--- config.mk ---
export PLATFORM = sky130hd
export DESIGN_NAME = dmc_top
export DESIGN_NICKNAME = d
export VERILOG_FILES = /design/src/pkg/dmc_pkg.sv /design/src/design/dmc_top.sv
export SDC_FILE = /design/constraint.sdc
export NUM_CORES = 2
export LEC_CHECK = 0
export BUFFER_PORTS_ARGS = -buffer_cell sky130_fd_sc_hd__clkbuf_2
export CAP_MARGIN = 0
export CELL_PAD_IN_SITES_DETAIL_PLACEMENT = 1
export CELL_PAD_IN_SITES_GLOBAL_PLACEMENT = 1
export CORE_MARGIN = 5
export CORE_UTILIZATION = 54
export CTS_BUF_LIST = sky130_fd_sc_hd__clkbuf_8 sky130_fd_sc_hd__clkbuf_16
export DETAILED_ROUTE_END_ITERATION = 7
export MAX_ROUTING_LAYER = met4
export PLACE_DENSITY = 0.91
export SLEW_MARGIN = 0
export SYNTH_ARGS = -nofsm -noshare
export SYNTH_HDL_FRONTEND = slang
export SYNTH_SLANG_ARGS = --single-unit
--- constraint.sdc ---
create_clock -name clock -period 28.6 [get_ports clock]
set_input_delay 2.86 -clock clock [delete_from_list [all_inputs] [get_ports clock]]
set_output_delay 2.86 -clock clock [all_outputs]
set_load 0.01 [all_outputs]
--- src/pkg/dmc_pkg.sv ---
// Package with register map, field layouts and shared types of the DMA channel block.
// Contract
// - Second instance has five working channels only.
// - Channel control register at 0x08 plus 0x14x.
// - Flags set by hardware, cleared by clears.
// - Error flag at bit 4x+3 on errors.
// - Half flag at 4x+2 at half count.
// - Done flag at 4x+1 at full count.
// - Any-event bit 4x ORs the three flags.
// - Clear bit one clears its flag only.
// - Any-event clear clears all four flags.
// - Bit 14 selects memory-to-memory copying.
// - Bits 13:12 give channel rank.
// - Bits 11:10 give memory item size.
// - Bits 9:8 give peripheral item size.
// - Bit 7 steps memory address.
// - Bit 6 steps peripheral address.
// - Bit 5 enables ring reload.
// - Bit 4 selects copy direction.
// - Bits 3:1 allow error, half, done interrupts.
// - Setup fields locked while channel is on.
// - Per-channel interrupt from allowed set flags.
// - Counter decrements; zero count issues nothing.
// - Ring mode reloads count, sets done.
// - Increment step is 1, 2 or 4.
`default_nettype none
package dmc_pkg;

   // Register offsets within the block, and the per-channel stride.
   localparam logic [11:0] OFS_FLAGS = 12'h000;
   localparam logic [11:0] OFS_CLEAR = 12'h004;
   localparam logic [11:0] OFS_CTL   = 12'h008;
   localparam logic [11:0] OFS_CNT   = 12'h00C;
   localparam logic [11:0] OFS_PADDR = 12'h010;
   localparam logic [11:0] OFS_MADDR = 12'h014;
   localparam logic [11:0] CH_STRIDE = 12'h014;

   // Flag and clear word layout: four bits per channel.
   localparam int FLAG_STRIDE = 4;
   localparam int BIT_ANY     = 0;
   localparam int BIT_DONE    = 1;
   localparam int BIT_HALF    = 2;
   localparam int BIT_ERR     = 3;

   // Reset values of all registers.
   localparam logic [31:0] RESET_WORD = 32'h0000_0000;
   localparam logic [15:0] RESET_CNT  = 16'h0000;

   // Item size encodings; the fourth code is reserved.
   localparam logic [1:0] SIZE_8  = 2'h0;
   localparam logic [1:0] SIZE_16 = 2'h1;
   localparam logic [1:0] SIZE_32 = 2'h2;

   // Channel setup word, bits 14:0 in printed order.
   typedef struct packed {
      logic       mem_copy_mode;
      logic [1:0] channel_rank;
      logic [1:0] memory_item_size;
      logic [1:0] periph_item_size;
      logic       memory_addr_step;
      logic       periph_addr_step;
      logic       ring_reload;
      logic       copy_orientation;
      logic       error_irq_allow;
      logic       half_done_irq_allow;
      logic       all_done_irq_allow;
      logic       channel_on;
   } dmc_ctl_t;

   // One item move handed to the data mover.
   typedef struct packed {
      logic [31:0] src_addr;
      logic [31:0] dst_addr;
      logic [1:0]  src_size;
      logic [1:0]  dst_size;
      logic [2:0]  channel;
   } dmc_xfer_t;

   // Engine states.
   typedef enum logic [0:0] {
      ST_IDLE = 1'b0,
      ST_BUSY = 1'b1
   } dmc_state_t;

endpackage
`default_nettype wire

--- src/design/dmc_top.sv ---
// DMA channel control, event flags, arbitration and AHB-Lite register slave.
//
// Our own choice: the AHB-Lite slave port.
`default_nettype none
module dmc_top #(
   parameter int NUM_CH = 7
) (
   input  wire logic              clock,       // System clock, 250 MHz.
   input  wire logic              reset,       // Synchronous reset, active high.
   input  wire logic              hsel,        // Slave select.
   input  wire logic [31:0]       haddr,       // Byte address.
   input  wire logic [1:0]        htrans,      // Transfer type.
   input  wire logic              hwrite,      // Write when high.
   input  wire logic [2:0]        hsize,       // Transfer size, words only.
   input  wire logic [31:0]       hwdata,      // Write data.
   input  wire logic              hready,      // Bus ready.
   output logic                   hreadyout,   // Slave ready, always high.
   output logic [31:0]            hrdata,      // Read data.
   output logic                   hresp,       // Response, always OKAY.
   input  wire logic [NUM_CH-1:0] periph_req,  // Peripheral requests, same clock.
   output logic                   xfer_valid,  // Item move pending.
   output dmc_pkg::dmc_xfer_t     xfer_req,    // Item move description.
   input  wire logic              xfer_done,   // Item move finished well.
   input  wire logic              xfer_error,  // Item move hit a bus error.
   output logic [NUM_CH-1:0]      irq          // Per-channel interrupt lines.
);

   // Per-channel state.
   dmc_pkg::dmc_ctl_t ctl      [NUM_CH];
   logic [15:0]       prog_cnt [NUM_CH];
   logic [15:0]       cnt      [NUM_CH];
   logic [31:0]       pbase    [NUM_CH];
   logic [31:0]       mbase    [NUM_CH];
   logic [31:0]       pcur     [NUM_CH];
   logic [31:0]       mcur     [NUM_CH];
   logic [2:0]        flg      [NUM_CH];  // {error_seen, half_done, all_done}.

   dmc_pkg::dmc_state_t state;
   logic [2:0]          cur_ch;
   logic                wr_pend;
   logic [11:0]         wr_addr;
   logic [31:0]         flag_word;
   logic [31:0]         rd_val;
   logic                found;
   logic [2:0]          best;
   logic [1:0]          best_rank;
   logic                fin_ok;
   logic                fin_err;

   wire addr_ok = hsel & htrans[1] & hready;

   // Address step per item size; the reserved code steps as a word.
   function automatic logic [31:0] step_of(input logic [1:0] size);
      case (size)
         dmc_pkg::SIZE_8:  step_of = 32'h0000_0001;
         dmc_pkg::SIZE_16: step_of = 32'h0000_0002;
         default:          step_of = 32'h0000_0004;
      endcase
   endfunction

   // Offset of a per-channel register for channel i.
   function automatic logic [11:0] ch_ofs(input logic [11:0] base, input int i);
      ch_ofs = 12'(base + dmc_pkg::CH_STRIDE * 12'(i));
   endfunction

   // Flag word; any_event is derived so it can never disagree with the others.
   always_comb begin
      flag_word = dmc_pkg::RESET_WORD;
      for (int i = 0; i < NUM_CH; i++) begin
         flag_word[dmc_pkg::FLAG_STRIDE*i+dmc_pkg::BIT_ERR]  = flg[i][2];
         flag_word[dmc_pkg::FLAG_STRIDE*i+dmc_pkg::BIT_HALF] = flg[i][1];
         flag_word[dmc_pkg::FLAG_STRIDE*i+dmc_pkg::BIT_DONE] = flg[i][0];
         flag_word[dmc_pkg::FLAG_STRIDE*i+dmc_pkg::BIT_ANY]  = |flg[i];
      end
   end

   // Read decode; unmapped offsets and the write-only clear word read as zero.
   always_comb begin
      rd_val = dmc_pkg::RESET_WORD;
      if (haddr[11:0] == dmc_pkg::OFS_FLAGS) begin
         rd_val = flag_word;
      end
      for (int i = 0; i < NUM_CH; i++) begin
         if (haddr[11:0] == ch_ofs(dmc_pkg::OFS_CTL, i)) begin
            rd_val = {17'h0_0000, ctl[i]};
         end
         if (haddr[11:0] == ch_ofs(dmc_pkg::OFS_CNT, i)) begin
            rd_val = {16'h0000, cnt[i]};
         end
         if (haddr[11:0] == ch_ofs(dmc_pkg::OFS_PADDR, i)) begin
            rd_val = pbase[i];
         end
         if (haddr[11:0] == ch_ofs(dmc_pkg::OFS_MADDR, i)) begin
            rd_val = mbase[i];
         end
      end
   end

   // AHB-Lite address phase capture and read data; the slave never waits.
   always_ff @(posedge clock) begin
      if (reset) begin
         wr_pend   <= 1'b0;
         wr_addr   <= 12'h000;
         hrdata    <= dmc_pkg::RESET_WORD;
         hreadyout <= 1'b1;
         hresp     <= 1'b0;
      end else begin
         wr_pend   <= addr_ok & hwrite;
         wr_addr   <= haddr[11:0];
         hrdata    <= (addr_ok & ~hwrite) ? rd_val : dmc_pkg::RESET_WORD;
         hreadyout <= 1'b1;
         hresp     <= 1'b0;
      end
   end

   // Arbitration among pending channels.
   always_comb begin
      found     = 1'b0;
      best      = 3'h0;
      best_rank = 2'h0;
      for (int i = 0; i < NUM_CH; i++) begin
         // Zero count never asks, enabled or not.
         if (ctl[i].channel_on && cnt[i] != 16'h0000 &&
             (ctl[i].mem_copy_mode || periph_req[i])) begin
            // Strict greater-than keeps the lower index on equal rank.
            if (!found || ctl[i].channel_rank > best_rank) begin
               found     = 1'b1;
               best      = 3'(i);
               best_rank = ctl[i].channel_rank;
            end
         end
      end
   end

   assign fin_ok  = (state == dmc_pkg::ST_BUSY) & xfer_done & ~xfer_error;
   assign fin_err = (state == dmc_pkg::ST_BUSY) & xfer_error;

   // Engine: one item at a time, held until the mover answers.
   always_ff @(posedge clock) begin
      if (reset) begin
         state      <= dmc_pkg::ST_IDLE;
         cur_ch     <= 3'h0;
         xfer_valid <= 1'b0;
         xfer_req   <= '0;
      end else begin
         case (state)
            dmc_pkg::ST_IDLE: begin
               if (found) begin
                  state      <= dmc_pkg::ST_BUSY;
                  cur_ch     <= best;
                  xfer_valid <= 1'b1;
                  xfer_req.channel <= best;
                  if (ctl[best].copy_orientation) begin
                     xfer_req.src_addr <= mcur[best];
                     xfer_req.dst_addr <= pcur[best];
                     xfer_req.src_size <= ctl[best].memory_item_size;
                     xfer_req.dst_size <= ctl[best].periph_item_size;
                  end else begin
                     xfer_req.src_addr <= pcur[best];
                     xfer_req.dst_addr <= mcur[best];
                     xfer_req.src_size <= ctl[best].periph_item_size;
                     xfer_req.dst_size <= ctl[best].memory_item_size;
                  end
               end
            end
            dmc_pkg::ST_BUSY: begin
               if (xfer_done || xfer_error) begin
                  state      <= dmc_pkg::ST_IDLE;
                  xfer_valid <= 1'b0;
               end
            end
            default: begin
               state      <= dmc_pkg::ST_IDLE;
               xfer_valid <= 1'b0;
            end
         endcase
      end
   end

   // Channel registers: software writes, then hardware progress which wins.
   always_ff @(posedge clock) begin
      if (reset) begin
         for (int i = 0; i < NUM_CH; i++) begin
            ctl[i]      <= '0;
            prog_cnt[i] <= dmc_pkg::RESET_CNT;
            cnt[i]      <= dmc_pkg::RESET_CNT;
            pbase[i]    <= dmc_pkg::RESET_WORD;
            mbase[i]    <= dmc_pkg::RESET_WORD;
            pcur[i]     <= dmc_pkg::RESET_WORD;
            mcur[i]     <= dmc_pkg::RESET_WORD;
         end
      end else begin
         for (int i = 0; i < NUM_CH; i++) begin
            if (wr_pend && wr_addr == ch_ofs(dmc_pkg::OFS_CTL, i)) begin
               if (ctl[i].channel_on) begin
                  // Only the interrupt allows and the enable stay writable.
                  ctl[i].error_irq_allow     <= hwdata[3];
                  ctl[i].half_done_irq_allow <= hwdata[2];
                  ctl[i].all_done_irq_allow  <= hwdata[1];
                  ctl[i].channel_on          <= hwdata[0];
               end else begin
                  ctl[i] <= hwdata[14:0];
               end
            end
            // Count and addresses are frozen while the channel runs.
            if (wr_pend && !ctl[i].channel_on) begin
               if (wr_addr == ch_ofs(dmc_pkg::OFS_CNT, i)) begin
                  prog_cnt[i] <= hwdata[15:0];
                  cnt[i]      <= hwdata[15:0];
               end
               if (wr_addr == ch_ofs(dmc_pkg::OFS_PADDR, i)) begin
                  pbase[i] <= hwdata;
                  pcur[i]  <= hwdata;
               end
               if (wr_addr == ch_ofs(dmc_pkg::OFS_MADDR, i)) begin
                  mbase[i] <= hwdata;
                  mcur[i]  <= hwdata;
               end
            end
            if (fin_err && cur_ch == 3'(i)) begin
               ctl[i].channel_on <= 1'b0;
            end
            if (fin_ok && cur_ch == 3'(i)) begin
               if (cnt[i] == 16'h0001 && ctl[i].ring_reload) begin
                  // Ring mode restarts from the programmed count and bases.
                  cnt[i]  <= prog_cnt[i];
                  pcur[i] <= pbase[i];
                  mcur[i] <= mbase[i];
               end else begin
                  cnt[i] <= cnt[i] - 16'h0001;
                  if (ctl[i].periph_addr_step) begin
                     pcur[i] <= pcur[i] + step_of(ctl[i].periph_item_size);
                  end
                  if (ctl[i].memory_addr_step) begin
                     mcur[i] <= mcur[i] + step_of(ctl[i].memory_item_size);
                  end
               end
            end
         end
      end
   end

   // Event flags; a set in the same cycle as its clear survives.
   always_ff @(posedge clock) begin
      if (reset) begin
         for (int i = 0; i < NUM_CH; i++) begin
            flg[i] <= 3'h0;
         end
      end else begin
         for (int i = 0; i < NUM_CH; i++) begin
            logic [2:0] clr;
            logic [2:0] set;
            logic [15:0] next_cnt;
            clr      = 3'h0;
            set      = 3'h0;
            next_cnt = cnt[i] - 16'h0001;
            // Writes to the flag word itself decode to nothing here.
            if (wr_pend && wr_addr == dmc_pkg::OFS_CLEAR) begin
               clr[2] = hwdata[dmc_pkg::FLAG_STRIDE*i+dmc_pkg::BIT_ERR];
               clr[1] = hwdata[dmc_pkg::FLAG_STRIDE*i+dmc_pkg::BIT_HALF];
               clr[0] = hwdata[dmc_pkg::FLAG_STRIDE*i+dmc_pkg::BIT_DONE];
               if (hwdata[dmc_pkg::FLAG_STRIDE*i+dmc_pkg::BIT_ANY]) begin
                  clr = 3'h7;
               end
            end
            if (fin_err && cur_ch == 3'(i)) begin
               set[2] = 1'b1;
            end
            if (fin_ok && cur_ch == 3'(i)) begin
               set[1] = (next_cnt == (prog_cnt[i] >> 1));
               set[0] = (next_cnt == 16'h0000);
            end
            flg[i] <= (flg[i] & ~clr) | set;
         end
      end
   end

   // Interrupt lines, one per channel, a cycle behind the flags.
   always_ff @(posedge clock) begin
      if (reset) begin
         irq <= '0;
      end else begin
         for (int i = 0; i < NUM_CH; i++) begin
            irq[i] <= (flg[i][2] & ctl[i].error_irq_allow) |
                      (flg[i][1] & ctl[i].half_done_irq_allow) |
                      (flg[i][0] & ctl[i].all_done_irq_allow);
         end
      end
   end

endmodule
`default_nettype wire

# After elaboration in Yosys (flattened, before gate mapping)
# Memory sizes are Yosys's and may differ from the RTL's.
# Index checks and enable logic that the tools add are counted.
[op_classes]
n_addsub = 21
n_reduce_logical = 117
mux = 635
n_lt_le_gt_ge = 6
eq_ne = 93
bitwise_logic = 228
[ops]
columns = ["cell", "count"]
rows = [
  ["two-way mux 32 bit", 138],
  ["adder 32 bit", 14],
  ["two-way mux 16 bit", 28],
  ["two-way mux 1 bit", 379],
  ["== test 12 x 7 -> 1 bit, second input constant", 24],
  ["bitwise OR 1 bit", 175],
  ["== test 12 x 6 -> 1 bit, second input constant", 14],
  ["two-way mux 3 bit", 38],
  ["== test 16 x 1 -> 1 bit, second input constant", 7],
  ["== test 16 x 15 -> 1 bit", 7],
  ["zero test 16 bit", 7],
  ["nonzero test 16 bit", 7],
  ["subtractor 16 x 1 -> 16 bit, second input constant", 7],
  ["== test 12 x 8 -> 1 bit, second input constant", 8],
  ["two-way mux 28 bit", 3],
  ["one-hot mux 3 bit (2 select lines)", 14],
  ["two-way mux 11 bit", 7],
  ["== test 12 x 5 -> 1 bit, second input constant", 6],
  ["two-way mux 68 bit", 1],
  ["logical AND 1 bit", 50],
  ["two-way mux 2 bit", 25],
  ["== test 12 x 4 -> 1 bit, second input constant", 4],
  ["AND 1 bit", 28],
  ["== test 2 x 1 -> 1 bit, second input constant", 14],
  ["20 further kinds", 95],
]
[word_totals]
out_inout_bits = 113
ramBits = 1246
inputBits = 83
memories = 8
register_bits = 125
word_cells = 1119
[mem_list]
columns = ["name", "words", "width", "rd", "rd_ports_with_merged_regs", "write_ports", "line", "rtl"]
rows = [
  ["mbase", 7, 32, 7, 0, 7, "dmc_top.sv:33", "logic [31:0] mbase [NUM_CH];"],
  ["mcur", 7, 32, 8, 0, 7, "dmc_top.sv:35", "logic [31:0] mcur [NUM_CH];"],
  ["pbase", 7, 32, 7, 0, 7, "dmc_top.sv:32", "logic [31:0] pbase [NUM_CH];"],
  ["pcur", 7, 32, 8, 0, 7, "dmc_top.sv:34", "logic [31:0] pcur [NUM_CH];"],
  ["cnt", 7, 16, 7, 0, 7, "dmc_top.sv:31", "logic [15:0] cnt [NUM_CH];"],
  ["prog_cnt", 7, 16, 7, 0, 7, "dmc_top.sv:30", "logic [15:0] prog_cnt [NUM_CH];"],
  ["2 more memories", "n/a", "n/a", "n/a", "n/a", "n/a", "n/a", ""],
]

# Longest topological paths before layout
# An unclocked memory read counts as a cell.
[depth]
ltp_word = 31
depth_mapped = 56
depth_no_buf = 49

# Least setup slack after synthesis
# Ideal clock, no wire load.
[synth_timing]
path_kind = "input port to flip-flop"
start = "input port periph_req[0]"
end = "register xfer_req[12] (netlist name)"
setup_slack_ps = 16673
cell_stages = 47
t_required_ps = 28519
setup_time_ps = 81
n_path_buf = 6
arrival_time_ps = 11846
path_cell_list = "o21a_1 > and3_1 > ha_1 > nand2_1 > o21ai_0 > or3_1 > a32o_1 > inv_1 > ha_1 > nor2b_1 > o21ai_0 > a21oi_4 > nor2_1 > a21oi_1 > ha_1 > nor2_1 > nor2_1 > a211oi_1 > [11 not listed] > nor2b_1 > o21ai_0 > a21o_1 > buf_2 > clkbuf_1 > clkbuf_1 > o21ai_0 > ha_1 > a21oi_1 > a211oi_1 > a21o_1 > a2111oi_4 > buf_4 > nand2_2 > o221a_4 > buf_6 > mux2_4 > a211oi_2"
[synth_via]
elab_chain_len = 29
elab_cells_between_ends = 61
cone_classes = "6 x order compare; 37 x mux; 15 x reduce/logical; 3 x memory"
[synth_lines]
columns = ["item", "line", "rtl"]
rows = [
  ["from (decl)", "dmc_top.sv:20", "input wire logic [NUM_CH-1:0] periph_req,"],
  ["logical OR 1 bit (*)", "dmc_top.sv:124", "(ctl[i].mem_copy_mode || periph_req[i])) begin"],
  ["logical AND 1 bit (*)", "dmc_top.sv:123", "if (ctl[i].channel_on && cnt[i] != 16'h0000 &&"],
  ["two-way mux 2 bit or two-way mux 1 bit (tied branches)", "dmc_top.sv:123", ""],
  ["> comparator 2 bit or zero test 1 bit (tied branches)", "dmc_top.sv:126", "if (!found || ctl[i].channel_rank > best_rank) begin"],
  ["logical OR 1 bit", "dmc_top.sv:126", ""],
  ["two-way mux 2 bit or two-way mux 1 bit (tied branches)", "dmc_top.sv:126", ""],
  ["two-way mux 2 bit or two-way mux 1 bit (tied branches)", "dmc_top.sv:123", ""],
  ["> comparator 2 bit or zero test 1 bit (tied branches)", "dmc_top.sv:126", ""],
  ["[13 not listed]", "n/a", ""],
  ["two-way mux 2 bit or two-way mux 1 bit (tied branches)", "dmc_top.sv:126", ""],
  ["two-way mux 2 bit or two-way mux 1 bit (tied branches)", "dmc_top.sv:123", ""],
  ["> comparator 2 bit or zero test 1 bit (tied branches)", "dmc_top.sv:126", ""],
  ["logical OR 1 bit", "dmc_top.sv:126", ""],
  ["two-way mux 3 bit", "dmc_top.sv:126", ""],
  ["two-way mux 3 bit", "dmc_top.sv:123", ""],
  ["memory read (7 x 32 bit) (tied with other cells)", "n/a", ""],
  ["two-way mux 68 bit", "dmc_top.sv:153", "if (ctl[best].copy_orientation) begin"],
  ["to (decl)", "dmc_top.sv:22", "output dmc_pkg::dmc_xfer_t xfer_req,"],
]
# Mark *: on every way between the ends. The rest lies on a longest branch, timed or not.
# A chain may end at the register's enable or synchronous reset.

# Worst setup path after layout
[layout_timing]
start = "input port periph_req[0]"
end = "register xfer_req[7] (netlist name)"
# The elaborated chain is that of the path after synthesis.

==> impl_metrics.sql <==
INSERT INTO impl_metrics (metric_group, metric, value, unit) VALUES
('power_and_ir_drop', 'power.switching_fraction', '30.16', '%'),
('placed_design', 'gpl.final_weighted_congestion', '1.071', ''),
('yosys', 'ys_warn_count', '0', ''),
('clock_tree', 'hold_buffers', '0', ''),
('timing', 'worstMarginPinSlew', '1.584', 'ns'),
('setup_path', 'critPathMostFrequentCell', 'sky130_fd_sc_hd__o21ai_0', ''),
('clock_tree', 'clock-sinks', '1371', ''),
('yosys', 'synth_top_flop_cell', 'sky130_fd_sc_hd__edfxtp_1', ''),
('yosys', 'synth.most_common_cell', 'sky130_fd_sc_hd__nor2_1', ''),
('finish', 'final_cells', '10050', ''),
('clock_tree', 'cts.repair.resized', '0', ''),
('die', 'die_height', '390.7', 'um'),
('yosys', 'synth_top_family_by_area', 'compound AO/OA/AOI/OAI gates', ''),
('yosys', 'mappedNetlistArea', '78280', 'um^2'),
('setup_path', 'crit_slowest_cell', 'sky130_fd_sc_hd__nand2_2', ''),
('power_and_ir_drop', 'p_comb_share', '13.3', '%'),
('yosys', 'adder_cell_share_of_the_synthesized_area', '1.605', '%'),
('outcome', 'result_of_the_run', 'complete, but fails checks', ''),
('yosys', 'synth.net_count', '8165', ''),
('timing', 'unrepaired_setup_endpoints_after_global_routing', 'no', ''),
('clock_tree', 'cts.repair_timing.setup_buffer_count', '0', ''),
('finish', 'post_route_cells_drive_above_1_share', '10.17', '%'),
('die', 'die_w', '390.7', 'um'),
('timing', 'setup-tns-final', '0', 'ns'),
('detailed_routing', 'dr.first_iter.drc_count', '13680', ''),
('placed_design', 'post_dp_cell_area', '81190', 'um^2'),
('timing', 'peak_clock_frequency_supported_by_timing', '69.47', 'MHz'),
('setup_path', 'startpoint_type', 'input port', ''),
('die', 'top_level_ports', '196', ''),
('power_and_ir_drop', 'power_density', '59.88', 'nW/um^2'),
('timing', 'slew_headroom', '-6.720', '%'),
('outcome', 'failed_checks', 'capacitance limit, slew limit', ''),
('power_and_ir_drop', 'share_clk_of_total_power', '39.5', '%'),
('yosys', 'synth_compound_gate_area_share', '17.75', '%'),
('setup_path', 'crit_type', 'in2reg', ''),
('placed_design', 'placement.io_buffers', '169', ''),
('yosys', 'synth-seq-cells', '1371', ''),
('setup_path', 'critical-path-max-stage-delay', '0.89', 'ns'),
('yosys', 'leading_post_synthesis_cells_by_cell_area', 'sky130_fd_sc_hd__edfxtp_1, sky130_fd_sc_hd__nor2_1, sky130_fd_sc_hd__a21oi_1, sky130_fd_sc_hd__xor2_1, sky130_fd_sc_hd__dfxtp_1', ''),
('power_and_ir_drop', 'irDropWorstVdd', '0.05380', 'mV'),
('timing', 'hold_violations', '0', ''),
('yosys', 'synth_enable_flop_cells', '1225', ''),
('detailed_routing', 'post-route-drc-count', '0', ''),
('power_and_ir_drop', 'p_switching', '1.562', 'mW'),
('setup_path', 'critical_path.max_fanout', '52', ''),
('yosys', 'synth_top_cell_by_area', 'sky130_fd_sc_hd__edfxtp_1', ''),
('timing', 'time_the_final_worst_path_needs_with_i_o_delays_and_setup', '14.40', 'ns'),
('yosys', 'synth_top_cells_by_count', 'sky130_fd_sc_hd__nor2_1, sky130_fd_sc_hd__edfxtp_1, sky130_fd_sc_hd__a21oi_1, sky130_fd_sc_hd__nand2_1, sky130_fd_sc_hd__clkbuf_1', ''),
('yosys', 'synth_top_area_share', '46.99', '%'),
('finish', 'area_delta_synth_final', '10.46', '%'),
('clock_tree', 'cts_inserted_buffers', '156', ''),
('finish', 'register_area', '39710', 'um^2'),
('timing', 'post-route-worst-setup-slack', '14.20', 'ns'),
('clock_tree', 'tritoncts', 'yes', ''),
('timing', 'fin_worst_skew', '0.04095', 'ns'),
('global_route', 'wire_length_of_the_first_global_routing_pass', '565800', 'um'),
('yosys', 'synth_simple_gate_area_share', '17.24', '%'),
('detailed_routing', 'avgRoutedWirePerCell', '40.69', 'um'),
('die', 'dieArea', '152700', 'um^2'),
('placed_design', 'post-dp-hpwl', '285800', 'um'),
('hold_path', 'hold_class', 'reg2reg', ''),
('power_and_ir_drop', 'power.share.sequential', '47.2', '%'),
('timing', 'final_max_slew_viol_count', '2', ''),
('detailed_routing', 'routed_wl', '409000', 'um'),
('setup_path', 'critPathArrivalTime', '15.14', 'ns'),
('yosys', 'sequential_area_share_after_synthesis', '50.73', '%'),
('detailed_routing', 'detailroute.via_count', '76330', ''),
('job', 'cap_viol_max_count', '1', ''),
('finish', 'fin_nets', '8116', ''),
('yosys', 'synthDistinctLibCells', '99', ''),
('die', 'core_area', '143800', 'um^2');
==> routing by layer <==
layer / up-vias / track usage (%) / wire length [um]
met1: 37420 / 62.59 / 133600
met5: - / - / 0
met4: 0 / 46.77 / 47320
met3: 2151 / 17.72 / 58970
li1: 29620 / - / -
met2: 7142 / 74.81 / 169100
==> power by group through the flow <==
stage,Combinational [mW],Sequential (mW),Clock (mW)
6_report,0.691,2.44,2.05
5_1_grt,0.701,2.43,2.11
4_1_cts,0.652,2.42,2.01
3_5_place_dp,0.644,2.46,0
3_3_place_gp,0.622,2.46,0
2_1_floorplan,0.378,2.39,0
==> per-stage QoR <==
stage,util [%],total power [mW]
2_1_floorplan,-,2.764
3_3_place_gp,56.45,3.079
3_5_place_dp,56.45,3.107
4_1_cts,59.95,5.087
5_1_grt,60.09,5.251
6_report,60.12,5.178
==> path summary, 6_finish.rpt <==
kind | start | end | slack, ns | cells past startpoint
hold / removal | xfer_req[66]$_SDFFE_PP0P_ | xfer_req[66]$_SDFFE_PP0P_ | 0.52 | 2
hold reg to reg | xfer_req[66]$_SDFFE_PP0P_ | xfer_req[66]$_SDFFE_PP0P_ | 0.52 | 2
setup / recovery | periph_req[0] | xfer_req[7]$_SDFFE_PP0P_ | 14.20 | 45
setup reg to reg | cnt[0][0]$_SDFFCE_PN0P_ | xfer_req[7]$_SDFFE_PP0P_ | 14.73 | 46
==> worst max-delay path, delay by kind of cell <==
family | cells | cell delay [ns]
AOI/OAI and AO/OA | 23 | 6.54
and+or+nand+nor | 11 | 2.38
adders and majority gates | 6 | 1.66
buffers and inverters | 4 | 1.25
muxes | 1 | 0.30
==> cells by family after synthesis <==
logic type / after synthesis
and+or+nand+nor: 2929
AOI/OAI and AO/OA: 2076
DFF: 1371
buffers and inverters: 751
xor gates and xnor gates: 620
muxes: 149
adders and majority gates: 92
other: 2
==> cell usage in the layout (no fill, tap or decap), types with 153 or more instances in the layout <==
cell	n
sky130_fd_sc_hd__xnor2_1	267
sky130_fd_sc_hd__a21oi_1	633
sky130_fd_sc_hd__edfxtp_1	1225
sky130_fd_sc_hd__nand3_1	213
sky130_fd_sc_hd__clkbuf_2	168
sky130_fd_sc_hd__nor2_1	1214
sky130_fd_sc_hd__nor2b_1	153
sky130_fd_sc_hd__o21ai_0	209
sky130_fd_sc_hd__buf_4	215
sky130_fd_sc_hd__o22ai_1	332
sky130_fd_sc_hd__clkbuf_16	161
sky130_fd_sc_hd__inv_1	202
sky130_fd_sc_hd__xor2_1	353
sky130_fd_sc_hd__nor3_1	208
sky130_fd_sc_hd__nand2_1	580
==> cell type report <==
class	count	share of cell area, %
multi-input combinational	5868	41.71
antenna	75	0.2171
clock inverter	118	0.9927
tap	1903	2.754
inverter	158	0.6859
timing repair buffer	386	2.887
sequential	1371	45.92
clock buffer	172	4.835
==> sequential cells by signal, summed over array words and instances, names as in the netlist <==
name	cells
mbase	224
mcur	224
pbase	224
pcur	224
cnt	112
prog_cnt	112
ctl	105
xfer_req	68
hrdata	32
flg	21
wr_addr	12
irq	7
cur_ch	3
state	1
wr_pend	1
xfer_valid	1
Power figures use the tool's default switching activity.
